`config.mk`:
```
export PLATFORM = sky130hd
export DESIGN_NAME = bal_alu
export DESIGN_NICKNAME = d
export VERILOG_FILES = /design/src/logic/bal_pkg.sv /design/src/logic/bal_file_ram.sv /design/src/logic/bal_alu.sv
export SDC_FILE = /design/constraint.sdc
export NUM_CORES = 1
export LEC_CHECK = 0
export BUFFER_PORTS_ARGS = -buffer_cell sky130_fd_sc_hd__buf_4
export CAP_MARGIN = 20
export CORE_UTILIZATION = 51
export DETAILED_ROUTE_END_ITERATION = 10
export PLACE_DENSITY_LB_ADDON = 0.15
export SETUP_SLACK_MARGIN = 0.1
export SLEW_MARGIN = 20
export SYNTH_ARGS = -nofsm -noshare
export SYNTH_HDL_FRONTEND = slang
export SYNTH_HIERARCHICAL = 1
export SYNTH_SLANG_ARGS = --single-unit
```
`constraint.sdc`:
```
create_clock -name clk_sys -period 22.8 [get_ports clk_sys]
set_input_delay 1.14 -clock clk_sys [delete_from_list [all_inputs] [get_ports clk_sys]]
set_output_delay 1.14 -clock clk_sys [all_outputs]
set_load 0.005 [all_outputs]
```
`src/logic/bal_pkg.sv`:
```
// Shared constants and types for the byte ALU: register map, instruction
// layout, operation codes, flag layout and reset values.
// Assumes a 32-bit AHB-Lite bus and an 8-bit data path.
package bal_pkg;

   // ----------------------------------------------------------------
   // Register map (byte addresses)
   // ----------------------------------------------------------------
   localparam logic [7:0] BAL_REG_INSTR = 8'h00;
   localparam logic [7:0] BAL_REG_ACC = 8'h04;
   localparam logic [7:0] BAL_REG_STATUS = 8'h08;
   localparam logic [7:0] BAL_REG_DIR = 8'h0C;
   localparam logic [7:0] BAL_REG_FADDR = 8'h10;
   localparam logic [7:0] BAL_REG_FDATA = 8'h14;

   // ----------------------------------------------------------------
   // Sizes, operands and reset values
   // ----------------------------------------------------------------
   localparam int BAL_FILE_AW = 7;
   localparam int BAL_FILE_DEPTH = 128;
   localparam int BAL_NUM_PORTS = 3;
   localparam logic [6:0] BAL_DIR_FIRST = 7'h05;
   localparam logic [7:0] BAL_DIR_RESET = 8'hFF;
   localparam logic [7:0] BAL_ACC_RESET = 8'h00;
   localparam logic [31:0] BAL_WORD_ZERO = 32'h0000_0000;
   localparam logic [1:0] BAL_HRESP_OKAY = 2'h0;

   // ----------------------------------------------------------------
   // Operation codes
   // ----------------------------------------------------------------
   typedef enum logic [2:0]
   {
      BAL_OP_NOP = 3'h0,
      BAL_OP_SUBB = 3'h1,
      BAL_OP_SWAP = 3'h2,
      BAL_OP_DIRLD = 3'h3,
      BAL_OP_XORL = 3'h4,
      BAL_OP_XORF = 3'h5
   } bal_op_type;

   // ----------------------------------------------------------------
   // Instruction word and status flags
   // ----------------------------------------------------------------
   typedef struct packed
   {
      logic [7:0] pad_hi;
      logic [7:0] literal;
      logic pad_mid;
      logic [6:0] faddr;
      logic [3:0] pad_lo;
      logic dest;
      logic [2:0] op;
   } bal_instr_type;

   typedef struct packed
   {
      logic z;
      logic dc;
      logic c;
   } bal_flags_type;

   localparam bal_flags_type BAL_FLAGS_RESET = 3'h0;

endpackage

```
`src/logic/bal_file_ram.sv`:
```
// File register memory of the byte ALU: one port, synchronous write,
// registered read data.
// Assumes address and write strobe come from logic on the same clock.
`timescale 1ns/1ps
module bal_file_ram
(
   // Clock and reset
   input wire logic clk_sys,
   input wire logic nrst,
   // Access port
   input wire logic [bal_pkg::BAL_FILE_AW-1:0] addr,
   input wire logic wen,
   input wire logic [7:0] wdata,
   output logic [7:0] rdata
);

   logic [7:0] mem [bal_pkg::BAL_FILE_DEPTH];

   // ----------------------------------------------------------------
   // Storage
   // ----------------------------------------------------------------
   always_ff @(posedge clk_sys)
   begin
      if (wen)
      begin
         mem[addr] <= wdata;
      end
   end

   // Read gives the old contents when read and write meet
   always_ff @(posedge clk_sys or negedge nrst)
   begin
      if (!nrst)
      begin
         rdata <= 8'h00;
      end
      else
      begin
         rdata <= mem[addr];
      end
   end

endmodule

```
`src/logic/bal_alu.sv`:
```
// Byte ALU with AHB-Lite register access: executes one instruction per
// write to the instruction register against the accumulator, the status
// flags, a file register memory and three port direction registers.
// Assumes a single AHB-Lite master and whole-word transfers.
//
// Added by the designer: register access over AHB-Lite and the placing of the registers.
`timescale 1ns/1ps
module bal_alu
(
   // Clock and reset
   input wire logic clk_sys,
   input wire logic nrst,
   // AHB-Lite slave
   input wire logic hsel,
   input wire logic [31:0] haddr,
   input wire logic [1:0] htrans,
   input wire logic hwrite,
   input wire logic [2:0] hsize,
   input wire logic [31:0] hwdata,
   input wire logic hready,
   output logic hreadyout,
   output logic [31:0] hrdata,
   output logic [1:0] hresp,
   // Port direction registers
   output logic [7:0] port_a_direction,
   output logic [7:0] port_b_direction,
   output logic [7:0] port_c_direction
);

   typedef enum {ST_IDLE, ST_DATA, ST_RDATA, ST_EXRD, ST_EXWB} bal_state_type;

   bal_state_type state;
   bal_state_type next_state;
   logic next_hreadyout;
   logic [31:0] next_hrdata;
   logic [7:0] addr_q;
   logic [7:0] next_addr_q;
   logic write_q;
   logic next_write_q;
   bal_pkg::bal_instr_type instr;
   bal_pkg::bal_instr_type next_instr;
   logic [6:0] file_addr;
   logic [6:0] next_file_addr;
   logic [7:0] acc;
   logic [7:0] next_acc;
   bal_pkg::bal_flags_type flags;
   bal_pkg::bal_flags_type next_flags;
   logic [7:0] dir [bal_pkg::BAL_NUM_PORTS];
   logic [6:0] mem_addr;
   logic mem_wen;
   logic [7:0] mem_wdata;
   logic [7:0] mem_rdata;
   logic [8:0] sub_sum;
   logic [4:0] sub_nib;
   logic [7:0] xor_file;
   logic [7:0] swap_res;
   logic wb;
   logic accept;

   // ----------------------------------------------------------------
   // Decode helpers
   // ----------------------------------------------------------------
   function automatic logic is_zero(input logic [7:0] v);
      is_zero = (v == 8'h00);
   endfunction

   function automatic logic dir_hit(input logic [6:0] f, input int idx);
      dir_hit = (f == 7'(bal_pkg::BAL_DIR_FIRST + 7'(idx)));
   endfunction

   assign accept = hsel && htrans[1] && hready;
   assign wb = (state == ST_EXWB);

   // ----------------------------------------------------------------
   // File register memory
   // ----------------------------------------------------------------
   bal_file_ram u_ram
   (
      .clk_sys(clk_sys),
      .nrst(nrst),
      .addr(mem_addr),
      .wen(mem_wen),
      .wdata(mem_wdata),
      .rdata(mem_rdata)
   );

   // ----------------------------------------------------------------
   // Bus and sequencing
   // ----------------------------------------------------------------
   always_comb
   begin
      next_state = state;
      next_hreadyout = hreadyout;
      next_hrdata = hrdata;
      next_addr_q = addr_q;
      next_write_q = write_q;
      next_instr = instr;
      next_file_addr = file_addr;
      case (state)
         ST_IDLE:
         begin
            if (accept)
            begin
               next_state = ST_DATA;
               next_hreadyout = 1'b0;
               next_addr_q = haddr[7:0];
               next_write_q = hwrite;
            end
         end
         ST_DATA:
         begin
            if (!write_q)
            begin
               next_state = ST_RDATA;
            end
            else if (addr_q == bal_pkg::BAL_REG_INSTR)
            begin
               next_instr = bal_pkg::bal_instr_type'(hwdata);
               next_state = ST_EXRD;
            end
            else
            begin
               if (addr_q == bal_pkg::BAL_REG_FADDR)
               begin
                  next_file_addr = hwdata[6:0];
               end
               next_state = ST_IDLE;
               next_hreadyout = 1'b1;
            end
         end
         ST_RDATA:
         begin
            case (addr_q)
               bal_pkg::BAL_REG_INSTR: next_hrdata = instr;
               bal_pkg::BAL_REG_ACC: next_hrdata = {24'h00_0000, acc};
               bal_pkg::BAL_REG_STATUS: next_hrdata = {29'h0000_0000, flags};
               bal_pkg::BAL_REG_DIR: next_hrdata = {8'h00, dir[2], dir[1], dir[0]};
               bal_pkg::BAL_REG_FADDR: next_hrdata = {25'h000_0000, file_addr};
               bal_pkg::BAL_REG_FDATA: next_hrdata = {24'h00_0000, mem_rdata};
               default: next_hrdata = bal_pkg::BAL_WORD_ZERO;
            endcase
            next_state = ST_IDLE;
            next_hreadyout = 1'b1;
         end
         ST_EXRD:
         begin
            next_state = ST_EXWB;
         end
         ST_EXWB:
         begin
            next_state = ST_IDLE;
            next_hreadyout = 1'b1;
         end
         default:
         begin
            next_state = ST_IDLE;
            next_hreadyout = 1'b1;
         end
      endcase
   end

   always_ff @(posedge clk_sys or negedge nrst)
   begin
      if (!nrst)
      begin
         state <= ST_IDLE;
         hreadyout <= 1'b1;
         hrdata <= bal_pkg::BAL_WORD_ZERO;
         hresp <= bal_pkg::BAL_HRESP_OKAY;
         addr_q <= 8'h00;
         write_q <= 1'b0;
         instr <= bal_pkg::BAL_WORD_ZERO;
         file_addr <= 7'h00;
      end
      else
      begin
         state <= next_state;
         hreadyout <= next_hreadyout;
         hrdata <= next_hrdata;
         hresp <= bal_pkg::BAL_HRESP_OKAY;
         addr_q <= next_addr_q;
         write_q <= next_write_q;
         instr <= next_instr;
         file_addr <= next_file_addr;
      end
   end

   // ----------------------------------------------------------------
   // Operation results
   // ----------------------------------------------------------------
   // f + ~W + C equals f - W - borrow; carry out is the no-borrow flag
   assign sub_sum = {1'b0, mem_rdata} + {1'b0, ~acc} + {8'h00, flags.c};
   assign sub_nib = {1'b0, mem_rdata[3:0]} + {1'b0, ~acc[3:0]} + {4'h0, flags.c};
   assign swap_res = {mem_rdata[3:0], mem_rdata[7:4]};
   assign xor_file = acc ^ mem_rdata;

   // ----------------------------------------------------------------
   // Accumulator, flags and file write-back
   // ----------------------------------------------------------------
   always_comb
   begin
      next_acc = acc;
      next_flags = flags;
      mem_addr = file_addr;
      mem_wen = 1'b0;
      mem_wdata = hwdata[7:0];
      if (state == ST_DATA && write_q)
      begin
         case (addr_q)
            bal_pkg::BAL_REG_ACC: next_acc = hwdata[7:0];
            bal_pkg::BAL_REG_STATUS: next_flags = hwdata[2:0];
            bal_pkg::BAL_REG_FDATA: mem_wen = 1'b1;
            default: next_acc = acc;
         endcase
      end
      if (state == ST_EXRD || wb)
      begin
         mem_addr = instr.faddr;
      end
      if (wb)
      begin
         case (instr.op)
            bal_pkg::BAL_OP_SUBB:
            begin
               next_flags.c = sub_sum[8];
               next_flags.dc = sub_nib[4];
               next_flags.z = is_zero(sub_sum[7:0]);
               mem_wdata = sub_sum[7:0];
               mem_wen = instr.dest;
               next_acc = instr.dest ? acc : sub_sum[7:0];
            end
            bal_pkg::BAL_OP_SWAP:
            begin
               mem_wdata = swap_res;
               mem_wen = instr.dest;
               next_acc = instr.dest ? acc : swap_res;
            end
            bal_pkg::BAL_OP_XORL:
            begin
               next_acc = acc ^ instr.literal;
               next_flags.z = is_zero(acc ^ instr.literal);
            end
            bal_pkg::BAL_OP_XORF:
            begin
               next_flags.z = is_zero(xor_file);
               mem_wdata = xor_file;
               mem_wen = instr.dest;
               next_acc = instr.dest ? acc : xor_file;
            end
            default:
            begin
               next_acc = acc;
            end
         endcase
      end
   end

   always_ff @(posedge clk_sys or negedge nrst)
   begin
      if (!nrst)
      begin
         acc <= bal_pkg::BAL_ACC_RESET;
         flags <= bal_pkg::BAL_FLAGS_RESET;
      end
      else
      begin
         acc <= next_acc;
         flags <= next_flags;
      end
   end

   // ----------------------------------------------------------------
   // Port direction registers
   // ----------------------------------------------------------------
   for (genvar i = 0; i < bal_pkg::BAL_NUM_PORTS; i++)
   begin : g_dir
      logic [7:0] next_dir;
      always_comb
      begin
         next_dir = dir[i];
         if (wb && instr.op == bal_pkg::BAL_OP_DIRLD && dir_hit(instr.faddr, i))
         begin
            next_dir = acc;
         end
      end
      always_ff @(posedge clk_sys or negedge nrst)
      begin
         if (!nrst)
         begin
            dir[i] <= bal_pkg::BAL_DIR_RESET;
         end
         else
         begin
            dir[i] <= next_dir;
         end
      end
   end

   assign port_a_direction = dir[0];
   assign port_b_direction = dir[1];
   assign port_c_direction = dir[2];
endmodule

```
[Yosys cells after proc, flatten, opt, wreduce, memory -nomap -nowiden]
Memory sizes are Yosys's and may differ from the RTL's. A register that Yosys moved wholly into a read port is not among the register bits.
Cells that the tools add are included.
Word-level totals
  memories kept: 1
  input bits: 74
  RAM bits: 1024
  latch bits: 0
  word-level logic and storage cells: 109
  bits in registers: 148
  bits in read-only memories: 0
  output and inout port bits: 59
Memories
  u_ram.mem: depth 128, bits a word 8, read ports 1, clocked after Yosys merged registers in 1, write ports 1, RTL line bal_file_ram.sv:17  | logic [7:0] mem [bal_pkg::BAL_FILE_DEPTH];
Operators by class
  $lt $le $gt $ge: 0
  multiply operators: 0
  reduce and logical (&&, ||, !) cells: 22
  bitwise logic cells: 6
  eq/ne operators: 26
  muxes and demuxes: 30
  divide/modulo/power cells: 0
  shifts and indexed selects: 0
  add/sub/neg operators: 4
Operators with widths (count)
  $pmux W32 S6: 1
  $eq A32 B2 Y1 const B: 3
  $pmux W32 S3: 1
  $mux W8: 7
  $eq A32 B1 Y1 const B: 1
  $eq A32 B3 Y1 const B: 1
  $eq A32 B4 Y1 const B: 1
  $logic_not A32 Y1: 1
  $logic_not A8 Y1: 4
  $mux W32: 1
  $pmux W8 S4: 1
  $pmux W8 S3: 1
  $eq A7 B3 Y1 const B: 3
  $eq A8 B4 Y1 const B: 2
  $eq A8 B5 Y1 const B: 2
  $xor A8 B8 Y8: 2
  $add A8 B8 Y9: 1
  $add A9 B1 Y9: 1
  $mux W1: 9
  $mux W3: 3
  $ne A3 B3 Y1 const B: 3
  $eq A8 B3 Y1 const B: 1
  $not A8 Y8: 1
  $reduce_and A4 Y1: 2
  20 further kinds: 35

[Longest topological paths before layout]
  depth after elaboration: 7
  mapped depth: 18
  gate-level depth less buffers: 11

[By module]
Netlist, hierarchy kept.
By module, submodules not included
  bal_file_ram: times used 1, cells an instance 2376, area each 40267.4 sq um
  bal_alu: times used 1, cells an instance 597, area each 6095.8 sq um

[Worst setup path after synthesis]
No wires, ideal clock.
  path kind: register to register
  start: reg u_ram.rdata[0] (read register of u_ram.mem)
  end: mem u_ram.mem[0][6] (data pin)
  path buffers: 0
  period minus slack after synthesis: 8.110 ns
  stages on the path, launching flop included: 11
  data required time: 21.603 ns
  setup slack: 14.690 ns
  library setup time: 1.197 ns
  arrival time: 6.914 ns
  path through: dfrtp_1 > inv_1 > fa_1 > inv_1 > fa_1 > a211oi_1 > o21bai_1 > a21oi_1 > xnor2_1 > a21oi_1 > o21ai_0
Between the ends
  longest elaborated chain between the ends: 4
RTL lines
  start: declaration: RTL line bal_file_ram.sv:14  | output logic [7:0] rdata
  $add A8 B8 Y9: RTL line bal_alu.sv:192  | assign sub_sum = {1'b0, mem_rdata} + {1'b0, ~acc} + {8'h00, flags.c};
  $add A9 B1 Y9: RTL line bal_alu.sv:192
  $pmux W8 S3: RTL line bal_alu.sv:222  | case (instr.op)
  $mux W8: RTL line bal_alu.sv:220  | if (wb)
  via mem_wdata[6]: RTL line bal_alu.sv:51  | logic [7:0] mem_wdata;
  end: declaration: RTL line bal_file_ram.sv:17
The timed path passes the listed nets, and every way through them passes these cells.

[Final worst setup path]
  start: reg state[1]
  end: reg u_ram.rdata[3] (read register of u_ram.mem)
Between the ends
  longest elaborated chain between the ends: 3
RTL lines
  start: declaration: RTL line bal_alu.sv:32  | bal_state_type state;
  start signal: assignment: RTL line bal_alu.sv:177  | state <= next_state;
  $eq A32 B3 Y1 or $eq A32 B4 Y1 (tied branches): RTL line bal_alu.sv:216, bal_alu.sv:72
  $logic_or A1 B1 Y1 *: RTL line bal_alu.sv:216  | if (state == ST_EXRD || wb)
  $mux W7 *: RTL line bal_alu.sv:216
  via mem_addr[0]: RTL line bal_alu.sv:49  | logic [6:0] mem_addr;
The timed path passes the listed nets; every way through them passes the cells marked *.
A chain may end at the register's enable or synchronous reset.

==> summary.md <==
| Metric | Value |
|---|---|
| Status | `finished clean` |
| First-pass GRT wire length | `200 mm` |
| Die Area | `92100 µm²` |
| # clock sinks | `1151` |
| Maximum VDD drop | `0.0000621 V` |
| Total of max-cap violations | `0` |
| Final HPWL DP | `around 83 mm` |
| Number of synthesized flops with an enable pin | `1024` |
| Worst EP arrival | `7390 ps` |
| RSZ-0062 raised after global routing | `false` |
| Hold Crit Class | `register to register` |
| Commonest non-fill, non-tap cell in the layout | `edfxtp_1` |
| Share of post-route cells with drive strength above 1 | `18.5%` |
| Critical hold path startpoint | `hrdata[3]$_DFFE_PN0N_` |
| Distinct cells, synth | `82` |
| Mapped Area | `46400 µm²` |
| Drt first pass iters | `6` |
| Worst-case clock buffer depth | `3` |
| Largest cells by area after synthesis | `edfxtp_1 (66%), dfrtp_1 (5.5%), a221oi_1 (4.1%)` |
| Input/output buffers | `102` |
| Vias in the first global route | `between 20000 and 30000` |
| Top Family by Delay on Critical Path | `simple AND/OR/NAND/NOR gates` |
| FF+latch area | `between 30000 and 40000 µm²` |
| Post-cts resize count | `0` |
| Via density | `6.72` |
| Starting density of the core | `51.5%` |
| Final GP Congestion | `0.913` |
| Total GRT Usage | `30.3%` |
| Final WL | `139 mm` |
| H-tree levels | `3` |
| Clk slew on worst S/H paths | `approximately 60 ps` |
| Core Util, Final | `57.9%` |
| Worst Setup SP | `state[1]$_DFFE_PN0N_` |
| Post-Synthesis Cells | `~3000` |
| Final slew viol count | `0` |
| Iteration-0 DRC Markers | `3804` |
| CTS tree | `done` |
| Mean cell area of the mapped netlist | `15.6 µm²` |
| Cell Pwr Density | `88.1 nW/µm²` |
| Leakage | `between 0.015 and 0.02 µW` |
| Worst Path Required | `23310 ps` |
| Final period util | `30.2%` |
| Routed Antenna Nets | `0` |
| Clk Latency, worst-skew pair | `between 600 and 700 ps` |
| R2R setup slack | `15910 ps` |
| Largest net degree at the start of global routing | `109` |
| Post-DR wirelength/cell | `32.2 µm` |
| Die Wd | `304 µm` |
| Tot Pwr | `4590 µW` |
| Post-route clock skew | `25.1 ps` |
| Worst Tran Pin Value | `1160 ps` |
| Critical path buffers and inverters | `3` |
| # setup viols final | `0` |
| Post-route DRC | `0` |
| Hold Vio Cnt, Final | `0` |
| Rows | `110` |
| Setup TNS | `0 ps` |
| Cell accounting for the most synthesized area | `edfxtp_1` |
| Die height | `a little over 300 µm` |
| # diodes | `0` |
| Worst path cell trace | `nor2_1 > and2_1 > or2_2 > mux2_8 > buf_4 > buf_4 > nor2b_4 > buf_4 > a221oi_1 > nor2_1 > a21oi_1 > o22ai_1 > a311oi_1 > o32ai_1` |
| Worst r2r src | `state[1]$_DFFE_PN0N_` |
| CP max FO | `50` |
| DR vias | `between 20000 and 30000` |
| Fmax | `0.145 GHz` |
| Initial antenna violation count | `1` |
| Most frequent cells in the layout | `edfxtp_1 (1024), nor2_1 (223), a221oi_1 (217), buf_4 (177), nand2_1 (162)` |
| GR Overflow Total | `0` |
| CP dominant cell by count | `buf_4` |
| Inserted Clock Buffers | `115` |
| Post-layout minimum cycle time | `around 7000 ps` |
| Sequential share of the synthesized area | `73.2%` |
| Share of synthesized registers carrying an async set or reset | `11.0%` |
| Flops & latches, synth | `~1200` |
| Predominant post-synthesis flop cell | `edfxtp_1` |
| Top Ports | `133` |
| Post-CTS Setup Repair Bufs | `0` |
| Syn. warnings | `6` |
| Worst setup EP type | `register` |
| Slowest cell delay on critical path | `roughly 960 ps` |
| Crit-path slowest cell | `nor2b_4` |
| Critical path class | `register to register` |
| Startpoint types | `register` |
| Final nets | `3135` |
| Total core area | `90000 µm²` |
| Yosys top cell area share | `between 60% and 70%` |
| Filler instances | `between 6000 and 7000` |
| Clock Tree Root | `clkbuf_16` |
| Multi-input logic area | `11500 µm²` |
| Slew HR | `around 22%` |
| # hold bufs at CTS | `0` |
| Layout area overhead | `12.4%` |
==> path summary, 6_finish.rpt <==
check | endpoint | cells past startpoint
worst max-delay path | u_ram/rdata[3]$_DFF_PN0_ | 14
worst min-delay path | hrdata[3]$_DFFE_PN0N_ | 2
worst max register to register | u_ram/rdata[3]$_DFF_PN0_ | 14
worst min register to register | hrdata[3]$_DFFE_PN0N_ | 2
max in group asynchronous | hrdata[18]$_DFFE_PN0N_ | 2
min in group asynchronous | hrdata[15]$_DFFE_PN0N_ | 1
==> state kept, by name, indices dropped and copies added, names as in the netlist <==
name,count
port_a_direction,8
instr,32
file_addr,7
port_b_direction,8
hreadyout,1
u_ram/mem,1024
addr_q,8
u_ram/rdata,8
state,3
hrdata,32
acc,8
port_c_direction,8
write_q,1
flags,3
==> power by group <==
group	switching, µW	leakage, µW	total (µW)	internal (µW)
combinational	252	0.00466	366	113
sequential	30.2	0.0107	2350	2320
clock	789	0.00183	1880	1090
total	1070	0.0172	4590	3520
==> cells in the mapped netlist, types with 74 or more instances <==
library cell and instances:
edfxtp_1 1024, nand2_1 162, a221oi_1 217, nor2_1 226
clkbuf_1 88, buf_2 85, mux2i_1 78, mux2_2 131
dfrtp_1 102, o21ai_0 146, a21oi_1 129, a22oi_1 74
==> metal layers <==
metal	vias to the layer above	global-route usage [%]	share of wire (%)
met5	-	0	0.0093
met4	2	13.5	5.1
met3	368	5.56	10
met2	1852	47.4	46
met1	14746	41.5	38
li1	12070	-	-
==> through the flow <==
step,area (µm²),worst slack (ps),hold slack (ps),std cells
floorplan,46400,14690,444,2974
global placement,48300,16190,464,4109
detailed placement,48400,16160,475,4110
CTS,52100,16110,488,4320
global route,52100,15770,512,4320
finish,52100,15910,485,4320
==> layout make-up <==
cell class / instances / area share (%)
sequential: 1151 / 65.1
multi-input combinational: 1581 / 22.0
clock buffer: 145 / 5.85
tap: 1176 / 2.82
timing repair buffer: 180 / 2.66
clock inverter: 65 / 1.33
inverter: 22 / 0.158
==> worst min-delay path: cells and delay by family (launching register included) <==
family,cells,cell delay [ps]
simple gates,1,50
compound gates,1,60
flops,1,340
==> logic make-up after synthesis <==
kind of cell               Yosys count  synth area share (%)
adders and majority gates           10                 0.302
muxes                              247                  6.71
xor gates and xnor gates            13                 0.246
other                                1               0.00809
AOI/OAI and AO/OA                  779                  12.0
DFF                               1151                  73.2
buffers and inverters              242                  2.46
and+or+nand+nor                    530                  5.03
Power figures use the tool's default switching activity.
